<file path="config.mk">
export PLATFORM = sky130hd
export DESIGN_NAME = rqfc_ref_qualify
export DESIGN_NICKNAME = d
export VERILOG_FILES = /design/src/rtl/rqfc_soak_timer.v /design/src/rtl/rqfc_ref_qualify.v
export VERILOG_INCLUDE_DIRS = /design/src /design/src/rtl
export SDC_FILE = /design/constraint.sdc
export NUM_CORES = 1
export LEC_CHECK = 0
export ABC_AREA = 0
export BUFFER_PORTS_ARGS = -buffer_cell sky130_fd_sc_hd__buf_2
export CAP_MARGIN = 20
export CORE_ASPECT_RATIO = 1.25
export CORE_UTILIZATION = 58
export CTS_CLUSTER_SIZE = 12
export DETAILED_ROUTE_END_ITERATION = 10
export PLACE_DENSITY = 0.8
export SYNTH_ARGS = -nofsm -noshare
export SYNTH_HDL_FRONTEND = slang
export SYNTH_HIERARCHICAL = 1
export SYNTH_SLANG_ARGS = --single-unit
</file>
<file path="constraint.sdc">
create_clock -name clock -period 6.3 [get_ports clock]
set_clock_uncertainty 0.1 [all_clocks]
set_input_delay 1.26 -clock clock [delete_from_list [all_inputs] [get_ports clock]]
set_output_delay 1.26 -clock clock [all_outputs]
set_load 0.01 [all_outputs]
</file>
<file path="src/rtl/rqfc_map.vh">
// How it works
// - monitor failure starts disqualify timer; disqualified when delay elapses
// - disqualify code: 00 minimum, 01 10 ms, 10 50 ms, 11 2.5 s
// - qualify timer starts once both monitors clear; qualified on expiry
// - qualify code multiplies disqualify delay by 2, 4, 6 or 8
// - qualify register resets to four times for every reference
// - writing one to freeze register stops sticky status updates
// - writing zero resumes updates; freeze register resets to zero
// - base rate register is unsigned hertz, 16 bits
// - wide registers big endian: high byte at lower address
// - base rate resets to the 40 kHz code
// - multiplier resets to 3888
// - timer failure shown in bit 3 of each four-bit failure group
`ifndef RQFC_MAP_VH
`define RQFC_MAP_VH
`define RQFC_ADDR_DISQ      7'h0b
`define RQFC_ADDR_QUAL      7'h0c
`define RQFC_ADDR_FREEZE    7'h0d
`define RQFC_ADDR_BASE_HI   7'h10
`define RQFC_ADDR_BASE_LO   7'h11
`define RQFC_ADDR_MULT_HI   7'h12
`define RQFC_ADDR_MULT_LO   7'h13
`define RQFC_RST_DISQ       8'haa
`define RQFC_RST_QUAL       8'h55
`define RQFC_RST_FREEZE     8'h00
`define RQFC_RST_BASE       16'h9c40
`define RQFC_RST_MULT       16'h0f30
`define RQFC_FREEZE_ON      8'h01
`define RQFC_FREEZE_OFF     8'h00
`define RQFC_FAIL_SOAK_BIT  3
`define RQFC_MIN_CYC        32'h0000_0001
`define RQFC_CLK_HZ         40000000
`define RQFC_T10_MS         10
`define RQFC_T50_MS         50
`define RQFC_T2500_MS       2500
`define RQFC_CYC(ms)        ((`RQFC_CLK_HZ / 1000) * (ms))
`endif

</file>
<file path="src/rtl/rqfc_soak_timer.v">
`timescale 1ns/1ps
`include "rqfc_map.vh"
// one reference: disqualify / qualify soak timing
module rqfc_soak_timer #(
  parameter [31:0] MIN_CYC  = `RQFC_MIN_CYC,     // minimum delay cycles
  parameter [31:0] D10_CYC  = `RQFC_CYC(`RQFC_T10_MS),
  parameter [31:0] D50_CYC  = `RQFC_CYC(`RQFC_T50_MS),
  parameter [31:0] D2500_CYC = `RQFC_CYC(`RQFC_T2500_MS)
) (
  input  wire       clock,       // system clock
  input  wire       rst_b,       // async reset, active low
  input  wire       monFail,     // synchronised monitor failure (coarse or single cycle)
  input  wire [1:0] disqSel,     // disqualify delay code
  input  wire [1:0] qualSel,     // qualify multiple code
  output wire       disqualified // soak result, high = failed
);
  reg  [35:0] cnt_ff;
  reg         disq_ff;
  reg  [35:0] nxt_cnt;
  reg         nxt_disq;
  reg  [31:0] disqCyc;
  reg  [35:0] qualCyc;

  // ---------------------------------------------------------------
  // delay decode
  // ---------------------------------------------------------------
  always @* begin
    case (disqSel)
      2'h0:    disqCyc = MIN_CYC;
      2'h1:    disqCyc = D10_CYC;
      2'h2:    disqCyc = D50_CYC;
      default: disqCyc = D2500_CYC;
    endcase
    qualCyc = {4'h0, disqCyc} * {33'h0, qualSel, 1'b0} + {3'h0, disqCyc, 1'b0};
  end

  // ---------------------------------------------------------------
  // soak counter
  // ---------------------------------------------------------------
  always @* begin
    nxt_cnt  = cnt_ff;
    nxt_disq = disq_ff;
    if (!disq_ff) begin
      if (!monFail)
        nxt_cnt = 36'h0;
      else if (cnt_ff + 36'h1 >= {4'h0, disqCyc}) begin
        nxt_disq = 1'b1;
        nxt_cnt  = 36'h0;
      end else
        nxt_cnt = cnt_ff + 36'h1;
    end else begin
      if (monFail)
        nxt_cnt = 36'h0;
      else if (cnt_ff + 36'h1 >= qualCyc) begin
        nxt_disq = 1'b0;
        nxt_cnt  = 36'h0;
      end else
        nxt_cnt = cnt_ff + 36'h1;
    end
  end

  always @(posedge clock or negedge rst_b) begin
    if (!rst_b) begin
      cnt_ff  <= 36'h0;
      disq_ff <= 1'b0;
    end else begin
      cnt_ff  <= nxt_cnt;
      disq_ff <= nxt_disq;
    end
  end

  assign disqualified = disq_ff;
endmodule // rqfc_soak_timer

</file>
<file path="src/rtl/rqfc_ref_qualify.v">
`timescale 1ns/1ps
`include "rqfc_map.vh"
module rqfc_ref_qualify #(
  parameter        NREF      = 4,               // reference inputs
  parameter [31:0] MIN_CYC   = `RQFC_MIN_CYC,   // minimum delay cycles
  parameter [31:0] D10_CYC   = `RQFC_CYC(`RQFC_T10_MS),
  parameter [31:0] D50_CYC   = `RQFC_CYC(`RQFC_T50_MS),
  parameter [31:0] D2500_CYC = `RQFC_CYC(`RQFC_T2500_MS)
) (
  input  wire            clock,        // 40 MHz system clock
  input  wire            rst_b,        // async reset, active low
  input  wire            regWr,        // register write strobe
  input  wire            regRd,        // register read strobe
  input  wire [6:0]      regAddr,      // byte address
  input  wire [7:0]      regWdata,     // write byte
  output reg  [7:0]      regRdata_ff,  // read byte, one cycle after regRd
  input  wire [NREF-1:0] lossOfClock,  // loss_of_clock per ref (async)
  input  wire [NREF-1:0] singleCycMon, // single_cycle_monitor fail (async)
  input  wire [NREF-1:0] coarseFreqMon,// coarse_freq_monitor fail (async)
  output reg  [4*NREF-1:0] failGroup_ff, // {soak,coarse,single,loss} per ref
  output reg             statusFreeze_ff, // sticky status update hold
  output reg  [15:0]     baseRate_ff,  // reference 0 base rate, Hz
  output reg  [15:0]     rateMult_ff   // reference 0 multiplier
);
  reg  [7:0]        disqReg_ff;
  reg  [7:0]        qualReg_ff;
  reg  [7:0]        freezeReg_ff;
  reg  [3*NREF-1:0] sync1_ff;
  reg  [3*NREF-1:0] sync2_ff;
  wire [NREF-1:0]   soakFail;
  wire [4*NREF-1:0] nxt_failGroup;
  wire [6:0]        wrHit;
  wire [6:0]        rdHit;
  reg  [7:0]        nxt_disqReg;
  reg  [7:0]        nxt_qualReg;
  reg  [7:0]        nxt_freezeReg;
  reg  [7:0]        nxt_regRdata;
  reg  [15:0]       nxt_baseRate;
  reg  [15:0]       nxt_rateMult;
  reg               nxt_statusFreeze;

  // ---------------------------------------------------------------
  // address decode
  // ---------------------------------------------------------------
  localparam SEL_DISQ    = 0;
  localparam SEL_QUAL    = 1;
  localparam SEL_FREEZE  = 2;
  localparam SEL_BASE_HI = 3;
  localparam SEL_BASE_LO = 4;
  localparam SEL_MULT_HI = 5;
  localparam SEL_MULT_LO = 6;

  // one-hot register select, all zero for an unmapped byte address
  function [6:0] decodeAddr(input [6:0] addr);
    if (addr == `RQFC_ADDR_DISQ)
      decodeAddr = 7'h01;
    else if (addr == `RQFC_ADDR_QUAL)
      decodeAddr = 7'h02;
    else if (addr == `RQFC_ADDR_FREEZE)
      decodeAddr = 7'h04;
    else if (addr == `RQFC_ADDR_BASE_HI)
      decodeAddr = 7'h08;
    else if (addr == `RQFC_ADDR_BASE_LO)
      decodeAddr = 7'h10;
    else if (addr == `RQFC_ADDR_MULT_HI)
      decodeAddr = 7'h20;
    else if (addr == `RQFC_ADDR_MULT_LO)
      decodeAddr = 7'h40;
    else
      decodeAddr = 7'h00;
  endfunction

  // write and read share one decode, so the two maps cannot drift apart
  // strobes gate the hits; a stray address alone never selects anything
  assign wrHit = regWr ? decodeAddr(regAddr) : 7'h00;
  assign rdHit = regRd ? decodeAddr(regAddr) : 7'h00;

  // ---------------------------------------------------------------
  // monitor input synchronisers
  // ---------------------------------------------------------------
  always @(posedge clock or negedge rst_b) begin
    if (!rst_b) begin
      sync1_ff <= {3*NREF{1'b0}};
      sync2_ff <= {3*NREF{1'b0}};
    end else begin
      sync1_ff <= {coarseFreqMon, singleCycMon, lossOfClock};
      sync2_ff <= sync1_ff;
    end
  end

  // ---------------------------------------------------------------
  // per-reference soak timers and failure groups
  // ---------------------------------------------------------------
  genvar g;
  generate
    for (g = 0; g < NREF; g = g + 1) begin : gRef
      rqfc_soak_timer #(
        .MIN_CYC   (MIN_CYC),
        .D10_CYC   (D10_CYC),
        .D50_CYC   (D50_CYC),
        .D2500_CYC (D2500_CYC)
      ) uTimer (
        .clock        (clock),
        .rst_b        (rst_b),
        .monFail      (sync2_ff[2*NREF+g] | sync2_ff[NREF+g]),
        .disqSel      (disqReg_ff[2*g+1:2*g]),
        .qualSel      (qualReg_ff[2*g+1:2*g]),
        .disqualified (soakFail[g])
      );
      assign nxt_failGroup[4*g+3:4*g] = {soakFail[g], sync2_ff[2*NREF+g],
                                         sync2_ff[NREF+g], sync2_ff[g]};
    end
  endgenerate

  // one register for all groups keeps a single driver per output
  always @(posedge clock or negedge rst_b) begin
    if (!rst_b)
      failGroup_ff <= {4*NREF{1'b0}};
    else
      failGroup_ff <= nxt_failGroup;
  end

  // ---------------------------------------------------------------
  // register file
  // ---------------------------------------------------------------
  // each byte lands at once: a host reading between the two bytes of a
  // wide register sees a mixed value, the price of having no staging
  always @* begin
    nxt_disqReg   = disqReg_ff;
    nxt_qualReg   = qualReg_ff;
    nxt_freezeReg = freezeReg_ff;
    nxt_baseRate  = baseRate_ff;
    nxt_rateMult  = rateMult_ff;
    if (wrHit[SEL_DISQ])
      nxt_disqReg = regWdata;
    if (wrHit[SEL_QUAL])
      nxt_qualReg = regWdata;
    // any byte is stored; only 0x00 and 0x01 move the freeze output
    if (wrHit[SEL_FREEZE])
      nxt_freezeReg = regWdata;
    if (wrHit[SEL_BASE_HI])
      nxt_baseRate[15:8] = regWdata;
    if (wrHit[SEL_BASE_LO])
      nxt_baseRate[7:0] = regWdata;
    if (wrHit[SEL_MULT_HI])
      nxt_rateMult[15:8] = regWdata;
    if (wrHit[SEL_MULT_LO])
      nxt_rateMult[7:0] = regWdata;
  end

  // ---------------------------------------------------------------
  // freeze control
  // ---------------------------------------------------------------
  // freeze on value one
  // resume on value zero
  // other values leave the previous freeze state standing
  always @* begin
    nxt_statusFreeze = statusFreeze_ff;
    if (wrHit[SEL_FREEZE]) begin
      if (regWdata == `RQFC_FREEZE_ON)
        nxt_statusFreeze = 1'b1;
      else if (regWdata == `RQFC_FREEZE_OFF)
        nxt_statusFreeze = 1'b0;
    end
  end

  // ---------------------------------------------------------------
  // read path
  // ---------------------------------------------------------------
  // read back unsigned bytes
  // unmapped bytes read zero so a probe never sees stale data
  always @* begin
    nxt_regRdata = regRdata_ff;
    if (regRd) begin
      if (rdHit[SEL_DISQ])
        nxt_regRdata = disqReg_ff;
      else if (rdHit[SEL_QUAL])
        nxt_regRdata = qualReg_ff;
      else if (rdHit[SEL_FREEZE])
        nxt_regRdata = freezeReg_ff;
      else if (rdHit[SEL_BASE_HI])
        nxt_regRdata = baseRate_ff[15:8];
      else if (rdHit[SEL_BASE_LO])
        nxt_regRdata = baseRate_ff[7:0];
      else if (rdHit[SEL_MULT_HI])
        nxt_regRdata = rateMult_ff[15:8];
      else if (rdHit[SEL_MULT_LO])
        nxt_regRdata = rateMult_ff[7:0];
      else
        nxt_regRdata = 8'h00;
    end
  end

  // ---------------------------------------------------------------
  // register state
  // ---------------------------------------------------------------
  always @(posedge clock or negedge rst_b) begin
    if (!rst_b) begin
      disqReg_ff      <= `RQFC_RST_DISQ;
      qualReg_ff      <= `RQFC_RST_QUAL;
      freezeReg_ff    <= `RQFC_RST_FREEZE;
      statusFreeze_ff <= 1'b0;
      baseRate_ff     <= `RQFC_RST_BASE;
      rateMult_ff     <= `RQFC_RST_MULT;
      regRdata_ff     <= 8'h00;
    end else begin
      disqReg_ff      <= nxt_disqReg;
      qualReg_ff      <= nxt_qualReg;
      freezeReg_ff    <= nxt_freezeReg;
      statusFreeze_ff <= nxt_statusFreeze;
      baseRate_ff     <= nxt_baseRate;
      rateMult_ff     <= nxt_rateMult;
      regRdata_ff     <= nxt_regRdata;
    end
  end
endmodule // rqfc_ref_qualify

</file>
After elaboration in Yosys (flattened, before gate mapping)
Cells that the tools add are included.
Word-level totals
  register bits after elaboration: 253
  output and inout bits: 57
  word-level logic and storage cells: 129
Operators by class
  add/sub/neg operators: 8
  multipliers: 4
  $lt $le $gt $ge: 8
  equal/unequal tests: 16
  muxes and demuxes: 62
  bitwise logic cells: 4
  reductions and logical operators: 7
Operator list (number)
  two-way mux 36 bit: 20
  case mux 27 bit (3 select lines): 4
  adder 35 x 28 -> 36 bit: 4
  adder 36 x 1 -> 36 bit (second input constant): 4
  >= comparator 36 x 27 -> 1 bit: 4
  >= comparator 36 bit: 4
  multiplier 27 x 2 -> 29 bit: 4
  two-way mux 7 bit: 9
  two-way mux 8 bit: 7
  equality test 7 x 5 -> 1 bit (second input constant): 4
  two-way mux 1 bit: 22
  equality test 7 x 4 -> 1 bit (second input constant): 3
  equality test 2 x 1 -> 1 bit (second input constant): 4
  equality test 2 bit (second input constant): 4
  equality test 8 x 1 -> 1 bit (second input constant): 1
  zero test 2 bit: 4
  zero test 8 bit: 1
  bitwise OR 1 bit: 4
  AND reduction 2 bit: 1
  nonzero test 2 bit: 1

Depth between registers and ports, before layout
  depth after elaboration: 16
  depth in mapped cells: 34
  gate-level depth less buffers: 31

Cells and area by module
The synthesis kept the hierarchy.
Modules (own cells, without submodules)
  rqfc_soak_timer at gRef[0].uTimer ...: times used 2, cells an instance 630, area an instance 4939.7 µm²
  rqfc_soak_timer at gRef[3].uTimer: times used 1, cells an instance 661, area an instance 5236.3 µm²
  rqfc_soak_timer at gRef[1].uTimer: times used 1, cells an instance 580, area an instance 4829.6 µm²
  rqfc_ref_qualify: times used 1, cells an instance 289, area an instance 4156.5 µm²

Worst setup path after synthesis
OpenSTA, ideal clock, no wires.
  kind: flip-flop to flip-flop
  start point: register disqReg_ff[1]
  end point: register gRef[0].uTimer.cnt_ff[10]
  library setup time: 135 ps
  arrival: 6411 ps
  setup slack: -346 ps
  stages on the path, launching flop included: 31
  path buffers: 3
  period minus slack after synthesis: 6646 ps
  path through: dfstp_2 -> ha_1 -> clkbuf_1 -> or2_2 -> nand2_1 -> inv_1 -> ha_1 -> clkbuf_1 -> o2111ai_1 -> o22ai_1 -> a311oi_2 -> nand2_1 -> a21oi_1 -> a211oi_1 -> o41ai_1 -> ha_1 -> o21a_1 -> o21ai_0 -> inv_1 -> o22ai_1 -> a2111oi_1 -> xnor2_1 -> ha_1 -> nand4_1 -> or4_1 -> a211oi_1 -> o32ai_1 -> nor3b_2 -> a31oi_4 -> buf_6 -> nor2_1
Between the ends
  word-level cells in the longest chain between the ends: 8
  elaborated cells on any way between the ends: 13
Ends and longest elaborated chain
  start: declaration: RTL line rqfc_ref_qualify.v:25  | reg [7:0] disqReg_ff;
  start signal: assignment: RTL line rqfc_ref_qualify.v:199  | disqReg_ff <= `RQFC_RST_DISQ;
  start signal: assignment: RTL line rqfc_ref_qualify.v:207  | disqReg_ff <= nxt_disqReg;
  equality test 2 bit, or another cell as far along: RTL line rqfc_soak_timer.v:28  | case (disqSel)
  case mux 27 bit (3 select lines) *: RTL line rqfc_soak_timer.v:28
  multiplier 27 x 2 -> 29 bit: RTL line rqfc_soak_timer.v:34  | qualCyc = {4'h0, disqCyc} * {33'h0, qualSel, 1'b0} + {3'h0, disqCyc, 1'b0};
  adder 35 x 28 -> 36 bit: RTL line rqfc_soak_timer.v:34
  >= comparator 36 bit: RTL line rqfc_soak_timer.v:54  | else if (cnt_ff + 36'h1 >= qualCyc) begin
  two-way mux 36 bit: RTL line rqfc_soak_timer.v:54
  two-way mux 36 bit: RTL line rqfc_soak_timer.v:52  | if (monFail)
  two-way mux 36 bit *: RTL line rqfc_soak_timer.v:43  | if (!disq_ff) begin
  via gRef[0].uTimer.nxt_cnt[10]: RTL line rqfc_soak_timer.v:19  | reg [35:0] nxt_cnt;
  end signal: assignment: RTL line rqfc_soak_timer.v:67  | cnt_ff <= nxt_cnt;
  end: declaration: RTL line rqfc_soak_timer.v:17  | reg [35:0] cnt_ff;
Mark *: on every way through the listed nets, which the timed path passes. The rest lies on a longest branch.
A chain may end at the register's enable or synchronous reset.

Final worst setup path
  start point: register disqReg_ff[0]
  end point: register gRef[0].uTimer.cnt_ff[17]
Same word-level chain as after synthesis.

==> flow_summary.ini <==
[run_status]
status = finished, violations left
violations = setup timing

[timing]
fmax_ghz = 0.158
period_needed_ns = 6.33
hold_violations = 0
rsz0062_at_grt = true
setup_viol = 10
maxSlewHeadroom = 0.240
maxSlewViolCount = 0
fin_crit_sh = 1.01
tightest_slew_ns = 1.13
fin_ws_ns = -0.0325

[floorplan]
die_area_sq_um = 42400
core_area_sq_um = 41000
num_io_pins = 88
dieHeight_um = 230
chipWidth_um = 184
num_rows = 83
start_util = 0.588

[synth]
synthMostInstantiatedCell = ha_1
ys_seq_area_frac = 0.264
synth_flop_cell = dfrtp_1
synth_top_area_share = 0.243
synth_common_cells = ha_1, nor2_1, dfrtp_1, nand2_1, inv_1
yosys.area.top_type = dfrtp_1
async_flop_share = 1.00
synth_edf_count = 0
yosys_warnings = 6
syn_area_sq_um = 24100
synth_area_leaders = dfrtp_1, ha_1, xnor2_1, nor2_1, a21oi_1
synth.avg_cell_area_sq_um = 8.64
netlist_instances = 2790
ys_types = 111
synth-seq-cells = 253

[power]
pwr-share-clk = 0.376
p_int_w = 0.00294
p_per_area_nw_per_um2 = 148
p_switching_w = 0.00128
p_comb_frac = 0.212
p_seq_frac = 0.411
p_leak_nw = 13.6
peakVddDrop_uv = 204
p_sw_frac = 0.304

[finish]
utilization = 0.697
drive_gt1_frac = 0.237
synthToLayoutAreaGrowth_pct = 18.6
layoutNonFillerInstCount = 3612
multi_input_area_sq_um = 17800
fillers = 3066
register_area_sq_um = 6360
layout.nets = 3372

[cts]
clkLatencyLatePin_ns = 0.58
htree_levels = 1
clk_path_buf_depth = 3
cts.sinks = 253
cts_made_buffers = 29
clockRootBuffer = clkbuf_16
cts.clk_slew.worst_paths_ns = 0.06
cts_tree = built

[setup_path]
slowest_delay_ns = 0.47
cp.buffers_inverters = 8
reg2reg_from = disqReg_ff[0]$_DFFE_PN0P_
rrSetupSlack_ns = -0.03
reg2reg_to = gRef[0].uTimer/cnt_ff[17]$_DFF_PN0_
worstSetupEndpointType = flip-flop
worstPathRequired_ns = 6.64
critical_path_arrival_ns = 6.68
cpMostUsedCell = buf_4
start_kind = flip-flop
criticalPathCategory = reg2reg
slowest_stage = or4_4
crit_family = compound AO/OA/AOI/OAI gates
reg2reg_depth = 33
crit_fanout = 10

[global_routing]
grt_pass1_wl_um = 109000
grt_pass1_vias = 22100
antenna_found_initial = 3
grt_max_degree = 138
grt_usage = 0.314
overflow = 0

[detailed_routing]
via_per_inst = 6.26
vias = 22600
drc = 0
drt_iter0_markers = 1443
wl_per_cell_um = 19.5
routed_wl_um = 70300
antenna_left = 0
first_pass_iters = 7

[placement]
globalplace.congestion = 0.952
io_buffers = 87
dp_cells = 3483
place_hpwl_um = 50600

[hold_path]
min_path_type = reg2reg
min_to = sync2_ff[2]$_DFF_PN0_
hold_start = sync1_ff[2]$_DFF_PN0_
hold_depth = 0

[job]
max_cap_viol_count = 0
## power by group through the flow
stage / combinational (W) / sequential (W) / clock (W)
floorplan: 0.000492 / 0.00176 / 0
global placement: 0.000752 / 0.00176 / 0
detailed placement: 0.000775 / 0.00176 / 0
global route: 0.000971 / 0.00174 / 0.00168
CTS: 0.000794 / 0.00173 / 0.00162
finish: 0.000898 / 0.00174 / 0.00159
## final cells by class
class,instances,area share
Antenna cell,3,0.000263
Tap cell,552,0.0242
Sequential cell,253,0.222
Clock buffer,39,0.0281
Inverter,208,0.0278
Timing Repair Buffer,277,0.0733
Multi-Input combinational cell,2268,0.621
Clock inverter,12,0.00276
## cells by family after synthesis
| family | count (synthesis) | synth area share |
|---|---|---|
| mux | 84 | 0.0402 |
| other cells | 8 | 0.00125 |
| fa+ha+maj | 309 | 0.161 |
| flops | 253 | 0.264 |
| simple gates | 948 | 0.206 |
| xor+xnor | 231 | 0.0848 |
| compound gates | 670 | 0.193 |
| buf+inv | 287 | 0.0494 |
## flip-flops by register name, summed over array words and instances, names as in the netlist
signal,count
freezeReg_ff,8
regRdata_ff,8
failGroup_ff,16
qualReg_ff,8
gRef.uTimer/disqualified,4
disqReg_ff,8
rateMult_ff,16
sync2_ff,12
statusFreeze_ff,1
sync1_ff,12
baseRate_ff,16
gRef.uTimer/cnt_ff,144
## worst max path at each step
stage	startpoint	slack [ns]	endpoint	cells past startpoint
after floorplan	disqReg_ff[0]$_DFFE_PN0P_	0.005	gRef[0].uTimer/cnt_ff[10]$_DFF_PN0_	30
after global placement	disqReg_ff[3]$_DFFE_PN1P_	-0.32	gRef[1].uTimer/cnt_ff[6]$_DFF_PN0_	27
after detailed placement	disqReg_ff[3]$_DFFE_PN1P_	-0.44	gRef[1].uTimer/cnt_ff[25]$_DFF_PN0_	27
after CTS	disqReg_ff[5]$_DFFE_PN1P_	0.007	gRef[2].uTimer/cnt_ff[6]$_DFF_PN0_	26
after global routing	disqReg_ff[0]$_DFFE_PN0P_	-0.22	gRef[0].uTimer/cnt_ff[19]$_DFF_PN0_	33
final	disqReg_ff[0]$_DFFE_PN0P_	-0.03	gRef[0].uTimer/cnt_ff[17]$_DFF_PN0_	33
## stage by stage
stage | setup WS (ns) | power (W) | hold slack, ns | TNS [ns] | area (sq um)
finish | -0.0325 | 0.00423 | 0.246 | -0.231 | 28600
global route | -0.223 | 0.00440 | 0.259 | -16.68 | 28600
CTS | 0.00665 | 0.00415 | 0.246 | 0 | 27000
detailed placement | -0.443 | 0.00254 | 0.236 | -20.55 | 25900
global placement | -0.317 | 0.00251 | 0.232 | -5.33 | 25900
floorplan | 0.00451 | 0.00225 | 0.231 | 0 | 24200
## metal layers
layer  up-vias  part of all wire  GRT usage
met3       262             0.057     0.0417
met1     10900              0.39      0.365
met4         2             0.051      0.164
li1      10600                 -          -
met5         -           0.00011          0
met2       873              0.51      0.558
## cells in the final DEF (no fill, tap or decap), types with 34 or more instances in the layout
| cell type | n |
|---|---|
| ha_1 | 265 |
| xor2_1 | 80 |
| nor3_1 | 57 |
| nand2_1 | 192 |
| buf_4 | 165 |
| mux2_2 | 68 |
| dfrtp_1 | 231 |
| nand2b_1 | 34 |
| nand4_1 | 67 |
| a21o_1 | 66 |
| nand3_1 | 57 |
| nor2_1 | 254 |
| a21oi_1 | 152 |
| inv_1 | 184 |
| xnor2_1 | 147 |
| buf_2 | 86 |
| o21ai_0 | 85 |
## repair_timing
| action | 4_1_cts | 5_1_grt |
|---|---|---|
| pin swaps | 5 | 138 |
| endpoints found under the setup margin | 119 | 127 |
| gates cloned | 2 | 7 |
| hold buffers | 0 | 0 |
| buffers inserted | 10 | 59 |
| endpoints found under the hold margin | 0 | 0 |
| resized for setup | 34 | 236 |
Note: power is estimated with default switching activity, not from simulation.
